File: src/adc_pin_defines.svh
`ifndef ADC_PIN_DEFINES_SVH
`define ADC_PIN_DEFINES_SVH

// Register byte offsets on the APB bus
`define OFS_PORT_DATA        8'h00
`define OFS_PORT_DIR         8'h04
`define OFS_PORT_PINS        8'h08
`define OFS_ADC_STATUS_CTRL  8'h3c
`define OFS_ADC_DATA         8'h40
`define OFS_ADC_CLK_SEL      8'h44
`define OFS_IRQ_STATUS       8'h48
`define OFS_IRQ_MASK         8'h4c

// Fields of adc_status_control
`define ASC_COCO_BIT         7
`define ASC_AIEN_BIT         6
`define ASC_CONT_BIT         5
`define ASC_CH_MSB           2
`define ASC_CH_LSB           0

// Reset values
`define RST_ADC_STATUS_CTRL  8'h07
`define RST_PORT_DATA        4'h0
`define RST_PORT_DIR         4'h0
`define RST_ADC_DATA         8'h00
`define RST_ADC_CLK_SEL      2'h0
`define RST_IRQ_MASK         1'h0

// Channel codes; codes at or above this switch the converter off
`define CH_OFF_LIMIT         3'h4

// Timing: one converter clock is BASE cycles shifted left by the clock select
`define ADC_TICK_BASE        8'h04
`define ADC_MSB_INDEX        3'h7

`endif

File: src/adc_pin_pkg.sv
package adc_pin_pkg;

    typedef enum logic [1:0] {
        CONV_IDLE,
        CONV_RUN
    } conv_state_t;

    typedef struct packed {
        logic        psel;
        logic        penable;
        logic        pwrite;
        logic [7:0]  paddr;
        logic [31:0] pwdata;
    } apb_req_t;

    typedef struct packed {
        logic        pready;
        logic [31:0] prdata;
        logic        pslverr;
    } apb_rsp_t;

    typedef struct packed {
        logic [3:0] pin_out;
        logic [3:0] pin_oe;
    } pin_drive_t;

endpackage

File: src/adc_channel_pin_control.sv
`timescale 1ns/10ps
`include "adc_pin_defines.svh"

// Notes on behaviour
// RULE1 - Four analog channels; a multiplexer routes exactly one to the converter.
// RULE2 - Every conversion result is an unsigned eight-bit value.
// RULE3 - Linear successive approximation from the top bit down, monotonic codes.
// RULE4 - Single conversion then stop, or continuous back-to-back conversions.
// RULE5 - On finish, load the data register, then set flag or raise interrupt.
// RULE6 - Software selects the converter clock rate from several settings.
// RULE7 - Channels 0..3 sample port A bits 0, 1, 4 and 5; the code maps channel n to bit n of its four-bit port instead.
// RULE8 - Channel select bits of the status/control register at 0x3c pick the pin.
// RULE9 - The selected pin is forced to input, overriding port logic.
// RULE10 - Unselected shared pins stay ordinary general-purpose inputs or outputs.
// RULE11 - Port data and direction writes leave the selected pin unaffected.
// RULE12 - Reading the selected pin returns 0 when its direction bit is 0.
// RULE13 - Reading the selected pin returns the output latch when direction is 1.
// RULE14 - Interrupt-enable bit chooses interrupt request or completion flag polling.
module adc_channel_pin_control
    import adc_pin_pkg::*;
(
    input  wire logic                   clk_sys,
    input  wire logic                   reset,
    input  wire logic                   clk_en,
    input  wire adc_pin_pkg::apb_req_t  apb_req,
    output adc_pin_pkg::apb_rsp_t       apb_rsp,
    input  wire logic [3:0]             pin_in,
    output adc_pin_pkg::pin_drive_t     pin_drive,
    output logic [3:0]                  selected_analog_input,
    output logic [7:0]                  dac_code,
    input  wire logic                   comp_above,
    output logic                        conv_busy,
    output logic                        irq
);
    import adc_pin_pkg::*;

    typedef struct packed {
        logic [3:0]  port_data;
        logic [3:0]  port_dir;
        logic [2:0]  ch;
        logic        aien;
        logic        cont;
        logic        coco;
        logic [7:0]  adc_data;
        logic [1:0]  clk_sel;
        logic        irq_sts;
        logic        irq_mask;
        logic [7:0]  div_cnt;
        logic [2:0]  bit_idx;
        logic [7:0]  sar;
        conv_state_t conv;
        logic [3:0]  pin_s1;
        logic [3:0]  pin_s2;
        logic        comp_s1;
        logic        comp_s2;
        apb_rsp_t    rsp;
        pin_drive_t  drive;
        logic [3:0]  mux_sel;
        logic        busy;
        logic        irq;
    } state_t;

    state_t state_r;
    state_t state_nxt;

    // One-hot pin mask of a channel code; zero when the converter is off
    function automatic logic [3:0] chan_mask(input logic [2:0] ch);
        logic [3:0] m;
        m = 4'h0;
        if (ch < `CH_OFF_LIMIT)
        begin
            m[ch[1:0]] = 1'b1;
        end
        return m;
    endfunction

    // Port value seen by software, with the converter pin substituted
    function automatic logic [3:0] port_view(input logic [3:0] data,
                                             input logic [3:0] dir,
                                             input logic [3:0] pins,
                                             input logic [3:0] sel);
        logic [3:0] v;
        v = 4'h0;
        for (int i = 0; i < 4; i++)
        begin
            if (sel[i])
            begin
                v[i] = dir[i] ? data[i] : 1'b0;
            end
            else
            begin
                v[i] = dir[i] ? data[i] : pins[i];
            end
        end
        return v;
    endfunction

    // Converter clock period in bus cycles for a clock select
    function automatic logic [7:0] tick_period(input logic [1:0] sel);
        return 8'(`ADC_TICK_BASE << sel);
    endfunction

    logic [3:0] sel_mask;
    logic       access;
    logic       wr_take;
    logic       rd_take;
    logic       asc_wr;
    logic [7:0] asc_val;

    always_comb
    begin
        sel_mask  = chan_mask(state_r.ch);
        access    = apb_req.psel & apb_req.penable;
        wr_take   = access & apb_req.pwrite & state_r.rsp.pready;
        rd_take   = access & ~apb_req.pwrite & state_r.rsp.pready;
        asc_wr    = wr_take & (apb_req.paddr == `OFS_ADC_STATUS_CTRL);
        asc_val   = {state_r.coco, state_r.aien, state_r.cont, 2'h0, state_r.ch};
        state_nxt = state_r;

        // Pin inputs pass two flops before use
        state_nxt.pin_s1  = pin_in;
        state_nxt.pin_s2  = state_r.pin_s1;
        state_nxt.comp_s1 = comp_above;
        state_nxt.comp_s2 = state_r.comp_s1;

        // APB: ready one cycle into the access phase, dropped after the handshake
        // A write lands only at the edge that samples pready high
        state_nxt.rsp.pready  = 1'b0;
        state_nxt.rsp.pslverr = 1'b0;
        if (access & ~state_r.rsp.pready)
        begin
            state_nxt.rsp.pready = 1'b1;
            state_nxt.rsp.prdata = 32'h0;
            unique case (apb_req.paddr)
                `OFS_PORT_DATA:
                    state_nxt.rsp.prdata[3:0] = state_r.port_data;
                `OFS_PORT_DIR:
                    state_nxt.rsp.prdata[3:0] = state_r.port_dir;
                // RULE12 selected pin reads 0
                // RULE13 or its latch
                `OFS_PORT_PINS:
                    state_nxt.rsp.prdata[3:0] = port_view(state_r.port_data, state_r.port_dir,
                                                          state_r.pin_s2, sel_mask);
                `OFS_ADC_STATUS_CTRL:
                    state_nxt.rsp.prdata[7:0] = asc_val;
                `OFS_ADC_DATA:
                    state_nxt.rsp.prdata[7:0] = state_r.adc_data;
                `OFS_ADC_CLK_SEL:
                    state_nxt.rsp.prdata[1:0] = state_r.clk_sel;
                `OFS_IRQ_STATUS:
                    state_nxt.rsp.prdata[0] = state_r.irq_sts;
                `OFS_IRQ_MASK:
                    state_nxt.rsp.prdata[0] = state_r.irq_mask;
                // Unmapped addresses answer with an error and read as zero
                default:
                    state_nxt.rsp.pslverr = 1'b1;
            endcase
        end

        // Reading the result acknowledges the completion flag
        // A completion in the same cycle wins: it is evaluated further down
        if (rd_take & (apb_req.paddr == `OFS_ADC_DATA))
        begin
            state_nxt.coco = 1'b0;
        end

        if (wr_take)
        begin
            unique case (apb_req.paddr)
                // RULE11 selected pin keeps its bits
                `OFS_PORT_DATA:
                    state_nxt.port_data = (state_r.port_data & sel_mask)
                                        | (apb_req.pwdata[3:0] & ~sel_mask);
                `OFS_PORT_DIR:
                    state_nxt.port_dir = (state_r.port_dir & sel_mask)
                                       | (apb_req.pwdata[3:0] & ~sel_mask);
                // RULE6 converter clock select
                `OFS_ADC_CLK_SEL:
                    state_nxt.clk_sel = apb_req.pwdata[1:0];
                `OFS_IRQ_MASK:
                    state_nxt.irq_mask = apb_req.pwdata[0];
                `OFS_IRQ_STATUS:
                    state_nxt.irq_sts = state_r.irq_sts & ~apb_req.pwdata[0];
                default:
                begin
                end
            endcase
        end

        // A status write aborts any conversion in flight
        // RULE8 channel select write starts a conversion
        if (asc_wr)
        begin
            state_nxt.aien    = apb_req.pwdata[`ASC_AIEN_BIT];
            state_nxt.cont    = apb_req.pwdata[`ASC_CONT_BIT];
            state_nxt.ch      = apb_req.pwdata[`ASC_CH_MSB:`ASC_CH_LSB];
            state_nxt.coco    = 1'b0;
            state_nxt.div_cnt = 8'h0;
            state_nxt.bit_idx = `ADC_MSB_INDEX;
            state_nxt.sar     = 8'h80;
            state_nxt.conv    = (apb_req.pwdata[`ASC_CH_MSB:`ASC_CH_LSB] < `CH_OFF_LIMIT)
                              ? CONV_RUN : CONV_IDLE;
        end
        else
        begin
            unique case (state_r.conv)
                CONV_IDLE:
                begin
                    state_nxt.div_cnt = 8'h0;
                end
                CONV_RUN:
                begin
                    // RULE6 one decision per converter clock
                    if (state_r.div_cnt != 8'(tick_period(state_r.clk_sel) - 8'h1))
                    begin
                        state_nxt.div_cnt = 8'(state_r.div_cnt + 8'h1);
                    end
                    else
                    begin
                        state_nxt.div_cnt = 8'h0;
                        // RULE3 keep or drop the trial bit, then try the next one
                        if (!state_r.comp_s2)
                        begin
                            state_nxt.sar[state_r.bit_idx] = 1'b0;
                        end
                        if (state_r.bit_idx != 3'h0)
                        begin
                            state_nxt.bit_idx = 3'(state_r.bit_idx - 3'h1);
                            state_nxt.sar[3'(state_r.bit_idx - 3'h1)] = 1'b1;
                        end
                        else
                        begin
                            // RULE2 eight-bit result
                            // RULE5 load data register
                            state_nxt.adc_data = state_nxt.sar;
                            // RULE14 interrupt or polled flag
                            if (state_r.aien)
                            begin
                                state_nxt.irq_sts = 1'b1;
                            end
                            else
                            begin
                                state_nxt.coco = 1'b1;
                            end
                            // RULE4 continuous restarts, single stops
                            state_nxt.bit_idx = `ADC_MSB_INDEX;
                            state_nxt.sar     = 8'h80;
                            state_nxt.conv    = state_r.cont ? CONV_RUN : CONV_IDLE;
                        end
                    end
                end
                // Unused state codes fall back to idle
                default:
                begin
                    state_nxt.conv = CONV_IDLE;
                end
            endcase
        end

        // Outputs are built from the next state so they leave flops directly
        // RULE1 one channel routed to the converter
        // RULE7 channel n on bit n of the four-bit port, not port A bits 0, 1, 4, 5
        state_nxt.mux_sel = chan_mask(state_nxt.ch);
        // RULE9 selected pin forced to input
        // RULE10 others follow port logic
        state_nxt.drive.pin_oe  = state_nxt.port_dir & ~state_nxt.mux_sel;
        state_nxt.drive.pin_out = state_nxt.port_data;
        state_nxt.busy          = (state_nxt.conv == CONV_RUN);
        state_nxt.irq           = state_nxt.irq_sts & state_nxt.irq_mask;
    end

    always_ff @(posedge clk_sys or posedge reset)
    begin
        if (reset)
        begin
            state_r           <= '0;
            state_r.port_data <= `RST_PORT_DATA;
            state_r.port_dir  <= `RST_PORT_DIR;
            // Status fields start from the packed reset value of the register
            state_r.ch        <= 3'(`RST_ADC_STATUS_CTRL >> `ASC_CH_LSB);
            state_r.aien      <= 1'(`RST_ADC_STATUS_CTRL >> `ASC_AIEN_BIT);
            state_r.cont      <= 1'(`RST_ADC_STATUS_CTRL >> `ASC_CONT_BIT);
            state_r.coco      <= 1'(`RST_ADC_STATUS_CTRL >> `ASC_COCO_BIT);
            state_r.adc_data  <= `RST_ADC_DATA;
            state_r.clk_sel   <= `RST_ADC_CLK_SEL;
            state_r.irq_mask  <= `RST_IRQ_MASK;
            state_r.bit_idx   <= `ADC_MSB_INDEX;
            state_r.sar       <= 8'h80;
            state_r.conv      <= CONV_IDLE;
        end
        else if (clk_en)
        begin
            state_r <= state_nxt;
        end
    end

    assign apb_rsp               = state_r.rsp;
    assign pin_drive             = state_r.drive;
    assign selected_analog_input = state_r.mux_sel;
    assign dac_code              = state_r.sar;
    assign conv_busy             = state_r.busy;
    assign irq                   = state_r.irq;

endmodule // adc_channel_pin_control

File: config.mk
export PLATFORM = sky130hd
export DESIGN_NAME = adc_channel_pin_control
export DESIGN_NICKNAME = d
export VERILOG_FILES = /design/src/adc_pin_pkg.sv /design/src/adc_channel_pin_control.sv
export VERILOG_INCLUDE_DIRS = /design/src
export SDC_FILE = /design/constraint.sdc
export NUM_CORES = 1
export LEC_CHECK = 0
export ABC_AREA = 1
export BUFFER_PORTS_ARGS = -buffer_cell sky130_fd_sc_hd__buf_2
export CORE_ASPECT_RATIO = 0.8
export CORE_MARGIN = 4
export CORE_UTILIZATION = 50
export DETAILED_ROUTE_END_ITERATION = 6
export GPL_ROUTABILITY_DRIVEN = 0
export HOLD_SLACK_MARGIN = 0.05
export PLACE_DENSITY = 0.84
export SLEW_MARGIN = 0
export SYNTH_ARGS = -nofsm -noshare
export SYNTH_HDL_FRONTEND = slang
export SYNTH_SLANG_ARGS = --single-unit
File: constraint.sdc
create_clock -name clk_sys -period 2.85 [get_ports clk_sys]
set_input_delay 0.57 -clock clk_sys [delete_from_list [all_inputs] [get_ports clk_sys]]
set_output_delay 0.57 -clock clk_sys [all_outputs]
set_load 0.05 [all_outputs]
After elaboration in Yosys (flattened, before gate mapping)

Index checks and enable logic that the tools add are counted.

Flip-flop bits (word level): 77
Bits in latches: 0
Memory bits (writable): 0
Bits in read-only memories: 0
Input port bits: 51
Output and inout port bits: 56
Word-level logic and storage cells: 155
Memories kept: 0

Add/sub/neg operators: 3
Multipliers: 0
Div/mod/pow operators: 0
$lt $le $gt $ge: 11
Equal/unequal tests: 11
Shift operators: 1
Multiplexer cells: 60
Bitwise gates (word level): 27
Reductions and logical operators: 17

Operators with widths:

| operator                                                              | count |
|---|---|
| 8-bit 2-to-1 mux                                                      | 6 |
| 34-bit 2-to-1 mux                                                     | 1 |
| 8-bit by 7-bit == test with 1-bit output (second input constant)      | 4 |
| 1-bit 2-to-1 mux                                                      | 29 |
| 9-bit 2-to-1 mux                                                      | 3 |
| 11-bit 2-to-1 mux                                                     | 2 |
| 21-bit 2-to-1 mux                                                     | 1 |
| 4-bit bitwise AND                                                     | 4 |
| 4-bit 2-to-1 mux                                                      | 4 |
| 8-bit one-hot mux with 2 select lines                                 | 1 |
| 13-bit 2-to-1 mux                                                     | 1 |
| 1-bit bitwise AND                                                     | 10 |
| 2-bit one-hot mux with 5 select lines                                 | 1 |
| 3-bit < comparator (second input constant)                            | 3 |
| 3-bit AND reduction                                                   | 3 |
| 8-bit by 1-bit adder with 8-bit output (second input constant)        | 1 |
| 8-bit bitwise AND                                                     | 1 |
| 8-bit by 3-bit == test with 1-bit output (second input constant)      | 1 |
| 8-bit by 4-bit == test with 1-bit output (second input constant)      | 1 |
| 8-bit by 6-bit == test with 1-bit output (second input constant)      | 1 |
| 8-bit zero test                                                       | 1 |
| 3-bit by 4-bit < comparator with 1-bit output (second input constant) | 2 |
| 8-bit inequality test                                                 | 1 |
| 4-bit inverter                                                        | 2 |
| other kinds (27)                                                      | 46 |

Logic depth before layout (Yosys ltp)

Word-level depth: 16
Depth in mapped cells: 13
Gate-level depth less buffers: 13

Worst setup path before layout

Ideal clock, no wire load.

Kind: reg-to-reg
From: reg state_r[82] in the netlist's numbering
To: reg state_r[83] in the netlist's numbering
Library setup time: 66 ps
Arrival: 1748 ps
Data required time: 2784 ps
Path slack: 1036 ps
Cell stages (with the launch flop): 14
Buffers on the path: 1
Period minus slack after synthesis: 1814 ps
Cell sequence: dfrtp_1 -> inv_2 -> nand2_2 -> ha_1 -> inv_1 -> nand2_1 -> nand2_1 -> nand2_1 -> nor2_4 -> nand2_4 -> nor3_4 -> buf_4 -> nand3b_1 -> nand2_1

Word-level cells in the longest chain between the ends: 5

RTL lines:

| item                                                         | line                           | source |
|---|---|---|
| start: declaration                                           | adc_channel_pin_control.sv:63  | `state_t state_r;` |
| start signal: assignment                                     | adc_channel_pin_control.sv:293 | `state_r <= state_nxt;` |
| 3-bit by 2-bit << shifter with 8-bit output (no source line) | --                             |  |
| 8-bit by 1-bit subtractor with 8-bit output                  | adc_channel_pin_control.sv:214 | `if (state_r.div_cnt != 8'(tick_period(state_r.clk_sel) - 8'h1))` |
| 8-bit inequality test                                        | adc_channel_pin_control.sv:214 |  |
| 1-bit inverter (no source line)                              | --                             |  |
| 5-bit AND reduction (no source line)                         | --                             |  |

No other way between the ends.
A chain may end at the register's enable or synchronous reset.

Final worst setup path

From: reg state_r[82] in the netlist's numbering
To: reg state_r[84] in the netlist's numbering

The elaborated chain is that of the path after synthesis.

==> reports/qor.txt <==
worst min-delay path category: input pin to asynchronous set/reset pin
setup repair after global routing missed its margin: false
cell type of the slowest stage on the worst timing path: dfrtp_1
fin nets: 718
flop and latch count out of synthesis: 77
via count of the first global-routing pass: 3917
routed via count divided by cell count: 5.26
arrival time reported for the critical path endpoint: 2.56 ns
max-slew violations: 0
final wirelength: 10.7 mm
fin crit share: 0.821
peak supply drop: 0.000276 V
first-pass iteration count of the detailed router: 5
input/output buffers: 56
length of routed met2 wiring: 4.75 mm
total overflow reported by the global router: 0
Total Routing Usage GR: 0.206
Initial Util: 0.510
post-CTS setup repair buffer count: 0
count of inserted antenna diode cells: 0
actual slew at the worst max-slew pin: 0.623 ns
startpoint-to-endpoint class of the critical path: flip-flop to flip-flop
worst flop-to-flop path endpoint: state_r[84]
maximum level of the CTS H-tree: 3
half-perimeter wire length after placement: 7.83 mm
io pins: 107
Worst Reg-to-Reg Cells: 13
Area growth syn-to-layout: 8.12%
Synth async-reset ratio: 1.00
Worst-Skew Late Latency: 0.33 ns
antenna violations before repair: 0
power per cell area: 540 nW/um^2
root buf cell: clkbuf_16
Iteration-0 DRC Markers: 407
ranking of synthesized cells by instance count: nand2_1, dfrtp_1, inv_1
hold_ws: 0.325 ns
launching point of the worst reg2reg path: state_r[82]
stage delay of the slowest cell on the critical path: 0.43 ns
critical path startpoint: state_r[82]
post-route clock skew: 0.00662 ns
clock buffer count from CTS: 9
residual DRC count: 0
share of the synthesized area in the top cell type: 0.380
total via count in the routed design: 4115
height of the die: 93.9 um
startpoint class of the critical path: flip-flop
most numerous cell on the critical path: nand2_1
proportion of synthesized chip area in sequential cells: 0.420
final std cell area, no fill: 4980 sq um
cells taking the most area after synthesis: dfrtp_1, nand2_1, buf_4
maximum number of pins on one net before global-route repair: 78
number of warning messages in the yosys log: 0
mean post-synth cell area: 7.28 sq um
number of endpoints with negative hold slack in the final report: 0
leakage power of the design: 2.67 nW
final number of setup-violating endpoints: 0
critical path, cell by cell: inv_2 -> nand2_2 -> ha_1 -> inv_1 -> nand2_1 -> nand2_1 -> nand2_1 -> nor2_4 -> nand2_4 -> nor3_4 -> nand2_2 -> nand2_1 -> nand2_1
distinct cell type count after synthesis: 39
post-synthesis cell type with the largest combined area: dfrtp_1
Wirelength per Cell: 13.7 um
endpoint type of the worst setup path: flip-flop
number of gates given a new drive strength after cts: 0
CTS Buffer Depth: 2
placed inst area: 4710 sq um
worst max-slew margin expressed relative to the limit: 0.582
EDFF count, synth: 0
total core area: 9040 sq um
worst-path fanout max: 13
number of standard cells after synthesis: 633
commonest register cell after synthesis: dfrtp_1
data required time at the worst endpoint: 3.07 ns
routed length on met1: 4.79 mm
number of rows created at floorplan: 31
wire length of the first global-routing pass: 18.1 mm
clock tree from TritonCTS: yes
clock sink count: 77
TNS Setup: 0 ns
hold-fix buffers at CTS: 0
Register-to-Register Setup Slack: 0.51 ns
share of layout cells above drive strength 1: 0.156
upper clock frequency limit: 0.427 GHz
most used standard cell by instance count after synthesis: nand2_1
maxcap violations: 0
number of routed nets with antenna violations: 0
mapped cell area: 4610 sq um
met3 wire length: 936 um
Highest Signal Layer: met4
area of the die: 10800 sq um
minimum clock period: 2.34 ns
register clock-pin slew on the reported worst setup and hold paths: 0.06 ns
result of the run: complete, no violations
Layout fillers: 813
DIE WIDTH: 115 um
## logic make-up (layout without fill, tap and decap cells)
logic type / Yosys count / count (layout) / share of synthesized area
simple gates: 335 / 335 / 0.313
buf+inv: 136 / 147 / 0.159
compound gates: 78 / 78 / 0.0931
flops: 77 / 77 / 0.420
fa+ha+maj: 4 / 4 / 0.0109
xor+xnor: 2 / 2 / 0.00380
other cells: 1 / 24 / 0.000814
## report_power, final
part           leakage, nW  internal, mW  total (mW)  switching (mW)
sequential            1.01          1.16        1.20          0.0411
clock                0.127         0.610        1.08           0.466
combinational         1.53        0.0894       0.417           0.327
## metrics by stage
step	setup WS, ns	util	cells	power (mW)
3_3_place_gp	0.622	0.521	767	1.62
4_1_cts	0.516	0.551	782	2.70
2_1_floorplan	0.325	-	656	1.59
3_5_place_dp	0.554	0.521	767	1.63
5_1_grt	0.261	0.551	782	2.79
6_report	0.510	0.551	782	2.69
## worst max-delay path by stage
stage,slack [ns],to,cells past startpoint
CTS,0.52,state_r[90],13
finish,0.51,state_r[84],13
detailed placement,0.55,dac_code[4],9
global placement,0.62,dac_code[6],9
global route,0.26,state_r[84],13
floorplan,0.32,apb_rsp[0],1
## worst max-delay path: cells and delay by family, from the launching register on
kind	cells	cell delay (ns)
simple gates	10	1.30
flops	1	0.43
fa+ha+maj	1	0.31
buf+inv	2	0.17
## registers in the layout (all words and copies together), names as in the netlist, 4 cells and up
name                   flops
asc_val                    6
state_r                   34
selected_analog_input      4
state_nxt                  5
pin_drive                  8
apb_rsp                   10
dac_code                   8
## area by class of cell
class                           count  area [sq um]  area share
Clock buffer                       10           239      0.0480
Clock inverter                      5          36.3     0.00728
Inverter                           70           263      0.0527
Multi-Input combinational cell    443          2030       0.407
Sequential cell                    77          1940       0.388
Tap cell                          115           144      0.0289
Timing Repair Buffer               62           338      0.0678
## layout by cell type, fill, tap and decap left out, types with 3 or more instances in the layout
cell type	netlist	layout
nand2_1	210	210
dfrtp_1	70	70
nand3b_1	7	7
dfstp_2	7	7
nor2_4	3	3
inv_2	4	5
nand2_2	4	4
o21ai_0	40	40
clkbuf_16	0	9
clkinvlp_4	0	3
buf_4	56	5
nand3_1	46	46
nor3_1	5	5
o21bai_1	4	4
a21oi_1	16	16
nor2_1	45	45
o211ai_1	3	3
conb_1	1	24
nand4_1	7	7
buf_2	3	56
ha_1	4	4
inv_1	66	65
o21ai_1	4	4
a31oi_1	4	4
## metal layers
layer,GRT usage,up-vias
met2,0.313,196
li1,-,1997
met5,0,-
met4,0.0762,0
met1,0.293,1899
met3,0.0380,23
Note: power is estimated with default switching activity, not from simulation.
